### src/hw/csb_consts.svh
`ifndef CSB_CONSTS_SVH
`define CSB_CONSTS_SVH

// ----------------------------------------------------------------
// register byte offsets
// ----------------------------------------------------------------
`define CSB_ADR_FLAGS 4'h0
`define CSB_ADR_STATUS 4'h4
`define CSB_ADR_CTRL 4'h8

// ----------------------------------------------------------------
// field positions
// ----------------------------------------------------------------
`define CSB_FLAG_C 3'h0
`define CSB_FLAG_Z 3'h1
`define CSB_FLAG_N 3'h2
`define CSB_FLAG_V 3'h3
`define CSB_FLAG_H 3'h5
`define CSB_STAT_BUSY 0
`define CSB_STAT_TAKEN 1
`define CSB_STAT_CYC_LO 2
`define CSB_CTRL_EN 0

// ----------------------------------------------------------------
// reset values
// ----------------------------------------------------------------
`define CSB_FLAGS_RST 8'h00
`define CSB_CTRL_EN_RST 1'h1

// ----------------------------------------------------------------
// timing in core cycles and program counter steps
// ----------------------------------------------------------------
`define CSB_CYC_ONE 2'h1
`define CSB_CYC_SKIP1 2'h2
`define CSB_CYC_SKIP2 2'h3
`define CSB_CYC_BR_TAKEN 2'h2
`define CSB_PC_STEP 16'h0001
`define CSB_PC_SKIP1 16'h0002
`define CSB_PC_SKIP2 16'h0003

`endif

### src/hw/csb_pkg.sv
package csb_pkg;

	typedef enum logic [3:0] {
		op_none,
		op_compare_with_carry,
		op_compare_immediate,
		op_skip_reg_bit_clear,
		op_skip_reg_bit_set,
		op_skip_io_bit_clear,
		op_skip_io_bit_set,
		op_branch_status_bit_set,
		op_branch_status_bit_clear,
		op_branch_equal,
		op_branch_not_equal,
		op_branch_carry_set
	} csb_op_t;

	// one decoded instruction as handed over by the decoder
	typedef struct packed {
		csb_op_t op;
		logic [7:0] rd;
		logic [7:0] rr;
		logic [7:0] imm;
		logic [2:0] bit_sel;
		logic [7:0] io_val;
		logic [6:0] offset;
		logic next_two_word;
		logic [15:0] pc;
	} csb_instr_t;

	// answer to the program counter
	typedef struct packed {
		logic done;
		logic taken;
		logic [15:0] pc;
	} csb_result_t;

	typedef enum logic {
		st_idle,
		st_stall
	} csb_state_t;

	typedef struct packed {
		csb_state_t st;
		logic [1:0] cnt;
		logic [7:0] flags;
		logic en;
		logic [15:0] pc;
		logic done;
		logic taken;
		logic [1:0] last_cyc;
		logic ack;
		logic [31:0] dat;
	} csb_regs_t;

endpackage

### src/hw/csb_cmp_sub.sv
`timescale 1ns/1ps

module csb_cmp_sub
(
	// operands
	input wire logic [7:0] a_i,
	input wire logic [7:0] b_i,
	input wire logic cin_i,
	// discarded difference and its flags
	output logic [7:0] res_o,
	output logic c_o,
	output logic h_o,
	output logic v_o,
	output logic n_o,
	output logic z_o
);

	logic [8:0] full;
	logic [4:0] half;

	always_comb
	begin
		full = {1'b0, a_i} - {1'b0, b_i} - {8'h00, cin_i};
		half = {1'b0, a_i[3:0]} - {1'b0, b_i[3:0]} - {4'h0, cin_i};
		res_o = full[7:0];
		c_o = full[8];
		h_o = half[4];
		v_o = (a_i[7] & ~b_i[7] & ~full[7]) | (~a_i[7] & b_i[7] & full[7]);
		n_o = full[7];
		z_o = (full[7:0] == 8'h00);
	end

endmodule

### src/hw/csb_unit.sv
// The placing of the registers and the Wishbone interface to the registers are this design's own decisions.
`timescale 1ns/1ps
`include "csb_consts.svh"

module csb_unit
(
	// clock and reset
	input wire logic clk_i,
	input wire logic rst_i,
	// decoder side
	input wire logic issue_i,
	input wire csb_pkg::csb_instr_t ins_i,
	output logic ready_o,
	// program counter and status flags side
	output csb_pkg::csb_result_t res_o,
	output logic [7:0] flags_o,
	// wishbone slave
	input wire logic wb_cyc_i,
	input wire logic wb_stb_i,
	input wire logic wb_we_i,
	input wire logic [3:0] wb_adr_i,
	input wire logic [3:0] wb_sel_i,
	input wire logic [31:0] wb_dat_i,
	output logic [31:0] wb_dat_o,
	output logic wb_ack_o
);

	csb_pkg::csb_regs_t q_r;
	csb_pkg::csb_regs_t q_nxt;

	logic acc;
	logic [7:0] cmp_b;
	logic cmp_cin;
	logic cmp_c;
	logic cmp_h;
	logic cmp_v;
	logic cmp_n;
	logic cmp_z;
	logic is_cmp;
	logic cond;
	logic [1:0] ex_cyc;
	logic [15:0] ex_pc;
	logic [15:0] br_pc;
	logic [15:0] skip_pc;
	logic wb_req;
	logic wb_wr;

	// ----------------------------------------------------------------
	// compare datapath
	// ----------------------------------------------------------------
	assign is_cmp = (ins_i.op == csb_pkg::op_compare_with_carry) ||
		(ins_i.op == csb_pkg::op_compare_immediate);
	assign cmp_b = (ins_i.op == csb_pkg::op_compare_immediate) ?
		ins_i.imm : ins_i.rr;
	assign cmp_cin = (ins_i.op == csb_pkg::op_compare_with_carry) &
		q_r.flags[`CSB_FLAG_C];

	csb_cmp_sub i_csb_cmp_sub
	(
		.a_i(ins_i.rd),
		.b_i(cmp_b),
		.cin_i(cmp_cin),
		.res_o(),
		.c_o(cmp_c),
		.h_o(cmp_h),
		.v_o(cmp_v),
		.n_o(cmp_n),
		.z_o(cmp_z)
	);

	// ----------------------------------------------------------------
	// condition, cycle count and next counter value
	// ----------------------------------------------------------------
	// branch target wraps in the 16-bit word space like the counter does
	assign br_pc = ins_i.pc + {{9{ins_i.offset[6]}}, ins_i.offset} +
		`CSB_PC_STEP;
	assign skip_pc = ins_i.pc + (ins_i.next_two_word ?
		`CSB_PC_SKIP2 : `CSB_PC_SKIP1);

	always_comb
	begin
		cond = 1'b0;
		unique case (ins_i.op)
			csb_pkg::op_skip_reg_bit_clear:
				cond = ~ins_i.rr[ins_i.bit_sel];
			csb_pkg::op_skip_reg_bit_set:
				cond = ins_i.rr[ins_i.bit_sel];
			csb_pkg::op_skip_io_bit_clear:
				cond = ~ins_i.io_val[ins_i.bit_sel];
			csb_pkg::op_skip_io_bit_set:
				cond = ins_i.io_val[ins_i.bit_sel];
			csb_pkg::op_branch_status_bit_set:
				cond = q_r.flags[ins_i.bit_sel];
			csb_pkg::op_branch_status_bit_clear:
				cond = ~q_r.flags[ins_i.bit_sel];
			csb_pkg::op_branch_equal:
				cond = q_r.flags[`CSB_FLAG_Z];
			csb_pkg::op_branch_not_equal:
				cond = ~q_r.flags[`CSB_FLAG_Z];
			csb_pkg::op_branch_carry_set:
				cond = q_r.flags[`CSB_FLAG_C];
			default:
				cond = 1'b0;
		endcase
	end

	always_comb
	begin
		ex_cyc = `CSB_CYC_ONE;
		ex_pc = ins_i.pc + `CSB_PC_STEP;
		unique case (ins_i.op)
			csb_pkg::op_skip_reg_bit_clear,
			csb_pkg::op_skip_reg_bit_set,
			csb_pkg::op_skip_io_bit_clear,
			csb_pkg::op_skip_io_bit_set:
				if (cond)
				begin
					ex_cyc = ins_i.next_two_word ?
						`CSB_CYC_SKIP2 : `CSB_CYC_SKIP1;
					ex_pc = skip_pc;
				end
			csb_pkg::op_branch_status_bit_set,
			csb_pkg::op_branch_status_bit_clear,
			csb_pkg::op_branch_equal,
			csb_pkg::op_branch_not_equal,
			csb_pkg::op_branch_carry_set:
				if (cond)
				begin
					ex_cyc = `CSB_CYC_BR_TAKEN;
					ex_pc = br_pc;
				end
			default:
			begin
				ex_cyc = `CSB_CYC_ONE;
				ex_pc = ins_i.pc + `CSB_PC_STEP;
			end
		endcase
	end

	// ----------------------------------------------------------------
	// state update
	// ----------------------------------------------------------------
	// ready drops while stalled so the decoder holds the next instruction
	assign ready_o = (q_r.st == csb_pkg::st_idle) & q_r.en;
	assign acc = issue_i & ready_o;
	assign wb_req = wb_cyc_i & wb_stb_i & ~q_r.ack;
	assign wb_wr = wb_req & wb_we_i & wb_sel_i[0];

	always_comb
	begin
		q_nxt = q_r;
		q_nxt.done = 1'b0;
		q_nxt.ack = wb_req;
		if (wb_req)
		begin
			unique case (wb_adr_i)
				`CSB_ADR_FLAGS:
					q_nxt.dat = {24'h00_0000, q_r.flags};
				`CSB_ADR_STATUS:
					q_nxt.dat = {28'h000_0000, q_r.last_cyc, q_r.taken,
						q_r.st == csb_pkg::st_stall};
				`CSB_ADR_CTRL:
					q_nxt.dat = {31'h0000_0000, q_r.en};
				default:
					q_nxt.dat = 32'h0000_0000;
			endcase
		end
		if (wb_wr && wb_adr_i == `CSB_ADR_FLAGS)
			q_nxt.flags = wb_dat_i[7:0];
		if (wb_wr && wb_adr_i == `CSB_ADR_CTRL)
			q_nxt.en = wb_dat_i[`CSB_CTRL_EN];
		unique case (q_r.st)
			csb_pkg::st_idle:
				if (acc)
				begin
					q_nxt.pc = ex_pc;
					q_nxt.taken = ex_cyc != `CSB_CYC_ONE;
					q_nxt.last_cyc = ex_cyc;
					q_nxt.cnt = ex_cyc - `CSB_CYC_ONE;
					if (ex_cyc == `CSB_CYC_ONE)
						q_nxt.done = 1'b1;
					else
						q_nxt.st = csb_pkg::st_stall;
					// a core compare wins over a software write in the
					// same cycle; z is chained for multi-byte compares
					if (is_cmp)
					begin
						q_nxt.flags[`CSB_FLAG_C] = cmp_c;
						q_nxt.flags[`CSB_FLAG_H] = cmp_h;
						q_nxt.flags[`CSB_FLAG_V] = cmp_v;
						q_nxt.flags[`CSB_FLAG_N] = cmp_n;
						q_nxt.flags[`CSB_FLAG_Z] = cmp_z &
							((ins_i.op != csb_pkg::op_compare_with_carry) |
							q_r.flags[`CSB_FLAG_Z]);
					end
				end
			csb_pkg::st_stall:
			begin
				q_nxt.cnt = q_r.cnt - 2'h1;
				if (q_r.cnt == 2'h1)
				begin
					q_nxt.done = 1'b1;
					q_nxt.st = csb_pkg::st_idle;
				end
			end
		endcase
	end

	always_ff @(posedge clk_i)
	begin
		if (rst_i)
		begin
			q_r <= '0;
			q_r.st <= csb_pkg::st_idle;
			q_r.flags <= `CSB_FLAGS_RST;
			q_r.en <= `CSB_CTRL_EN_RST;
		end
		else
			q_r <= q_nxt;
	end

	assign res_o.done = q_r.done;
	assign res_o.taken = q_r.taken;
	assign res_o.pc = q_r.pc;
	assign flags_o = q_r.flags;
	assign wb_dat_o = q_r.dat;
	assign wb_ack_o = q_r.ack;
endmodule

### config.mk
export PLATFORM = sky130hd
export DESIGN_NAME = csb_unit
export DESIGN_NICKNAME = d
export VERILOG_FILES = /design/src/hw/csb_pkg.sv /design/src/hw/csb_cmp_sub.sv /design/src/hw/csb_unit.sv
export VERILOG_INCLUDE_DIRS = /design/src /design/src/hw
export SDC_FILE = /design/constraint.sdc
export NUM_CORES = 1
export LEC_CHECK = 0
export BUFFER_PORTS_ARGS = -buffer_cell sky130_fd_sc_hd__buf_4
export CAP_MARGIN = 40
export CORE_ASPECT_RATIO = 0.6
export CORE_MARGIN = 5
export CORE_UTILIZATION = 51
export CTS_CLUSTER_SIZE = 40
export DETAILED_ROUTE_END_ITERATION = 12
export PLACE_DENSITY = 0.9
export SYNTH_ARGS = -nofsm -noshare
export SYNTH_HDL_FRONTEND = slang
export SYNTH_HIERARCHICAL = 1
export SYNTH_SLANG_ARGS = --single-unit
### constraint.sdc
create_clock -name clk_i -period 4.8 [get_ports clk_i]
set_input_delay 0.48 -clock clk_i [delete_from_list [all_inputs] [get_ports clk_i]]
set_output_delay 0.48 -clock clk_i [all_outputs]
set_load 0.01 [all_outputs]
==> metrics.cfg <==
[worst_setup_path]
critPathArrivalTime_ns=3.86
critical_path_required_ns=5.02
ff2ff_path_depth=9
critPathCaptureType=flop
r2r_slack_ns=1.54
crit_path_top_delay_cell=or4b_1
critPathMaxStageDelay_ns=0.56
timing.rr.start=flags_o[1]
critPathMaxFanout=9
criticalPathCategory=in2reg
r2r_end=res_o[9]
start_kind=primary input
crit_chain=buf_4 -> nor4b_2 -> buf_4 -> mux2_2 -> inv_1 -> fa_1 -> ha_1 -> o2111ai_1 -> o211ai_1 -> xor2_1 -> or4b_1 -> nor3_2 -> nor2_1 -> a211oi_1 -> a31oi_1 -> nor2_1
critPathTopFamily=simple AND/OR/NAND/NOR gates
cp_num_buf_inv=3

[pwr]
p_sw_uw=412
clockPowerShare_pct=31.4
p_seq_share_pct=30.8
powerDensity_nw_per_um2=238
p_int_uw=825
power_mw=1.24
netSwitchingFraction_pct=33.3
leakagePower_nw=2.39
vdd_drop_max_uv=153
pwr-share-comb_pct=37.8

[floorplan]
start_util_pct=52.2
row_count=26
core_area_um2=8460
die_area_um2=10700
pin_count=169
chipHeight_um=82.1
die_w_um=130

[global_routing]
grt_start_max_net_pins=45
antenna_found_initial=0
grt_pass1_wl_mm=19.2
grt_pass1_vias=3887
grt_overflow=0
grt_usage_pct=22.2

[sta]
setup_slack_ns=1.16
final-hold-violation-count=0
slew_violations=0
fin_crit_sh_pct=75.8
fin_hold_ws_ns=0.433
setup_viol=0
max_freq_mhz=275
min_period_ns=3.64
fin_skew_ns=0.0102
fin_tns_setup_ns=0
rsz0062_at_grt=no
tightestPinTransition_ns=0.887
maxSlewHeadroom_pct=40.9

[clock_tree]
hold_buffers=0
cts_root_buf=clkbuf_16
clkTransAtPathRegs_ns=0.07
postCtsSetupBuffers=0
clkLatencyLatePin_ns=0.28
clkSinkCount=41
cts_max_level=2
clock_path_buffers=2
cts_tree=yes
cts_buffers=5
ctsResizeCount=0

[synthesis]
synthesis.area_um2=4410
syn_inst=554
synth_area_per_cell_um2=7.97
ys_warn_count=6

[routing]
via_count=4151
routed_wl_mm=12.1
met2_length_mm=5.43
drc=0
drt_iter0_markers=271
wire_per_inst_um=16.5
wl_met3_um=975
ant_nets=0
drt_pass1_iterations=5
drt-met1-wl_mm=5.70
viasPerCell=5.62
top_layer=met4

[final_layout]
fin_area_um2=5190
syn2layout_area_growth_pct=17.6
final_nets=772
diodes=0
layout-drive-gt1-share_pct=24.3

[worst_hold_path]
hold_start=wb_dat_i[7]
hold_depth=3
worstHoldEndpoint=flags_o[7]
hold_path.class=in2reg

[flow_run]
drv_cap=0

[place]
place_area_um2=5020
io_buffers=117
dp_hpwl_mm=9.97
dp_worst_setup_slack_ns=0.860
gp_congestion=0.863

[status]
outcome=finished clean

## tightest hold or removal path, stage by stage
cell     delay [ns]
buf_4          0.07
mux2i_1        0.05
nor2_1         0.07
## power by group through the flow
stage               combinational (mW)  sequential (mW)  clock [mW]
finish                           0.468            0.381       0.388
global route                     0.517            0.384       0.410
CTS                              0.465            0.381       0.392
detailed placement               0.462            0.388           0
global placement                 0.444            0.387           0
floorplan                        0.341            0.382           0
## state kept, by name, indices dropped and copies added (netlist names)
signal and flops:
flags_o 8, q_r 6, res_o 18, wb_ack_o 1
wb_dat_o 8
## per-stage QoR
step / cells / utilization (%)
3_3_place_gp: 730 / 59.3
4_1_cts: 738 / 61.4
5_1_grt: 738 / 61.4
6_report: 738 / 61.4
3_5_place_dp: 730 / 59.3
2_1_floorplan: 577 / -
## final cells by class
class / instances / area [um2]
Clock buffer: 5 / 125
Clock inverter: 3 / 46.3
Fill cell: 751 / 3270
Inverter: 40 / 150
Multi-Input combinational cell: 418 / 3020
Sequential cell: 41 / 821
Tap cell: 112 / 140
Timing Repair Buffer: 119 / 893
## worst max-delay path by stage
stage                     cells after the start      start    endpoint  slack, ns
after floorplan                              16  ins_i[60]  flags_o[1]       0.44
after global placement                       16  ins_i[59]  flags_o[1]       1.03
after detailed placement                     16  ins_i[59]  flags_o[1]       0.86
after CTS                                    16  ins_i[59]  flags_o[1]       1.15
after global routing                         16  ins_i[59]  flags_o[1]       0.90
final                                        16  ins_i[59]  flags_o[1]       1.16
## metal layers
metal / vias up / global-route usage, %
met5: - / 0
met4: 0 / 2.18
met3: 8 / 5.26
met2: 142 / 35.3
met1: 1960 / 31.7
li1: 2041 / -
## cells in the final DEF, fill, tap and decap left out, drive strengths merged, types with 7 or more instances in the layout
cell type	instances
nand2	27
mux2i	27
xor2	17
nand3	7
a21oi	38
o21ai	17
nor2	50
nor3	16
and3	11
dfxtp	41
conb	24
xnor2	13
nand2b	7
a22oi	12
ha	35
a211oi	20
buf	119
inv	40
nand3b	8
mux2	12
(Power assumes the default switching activity.)
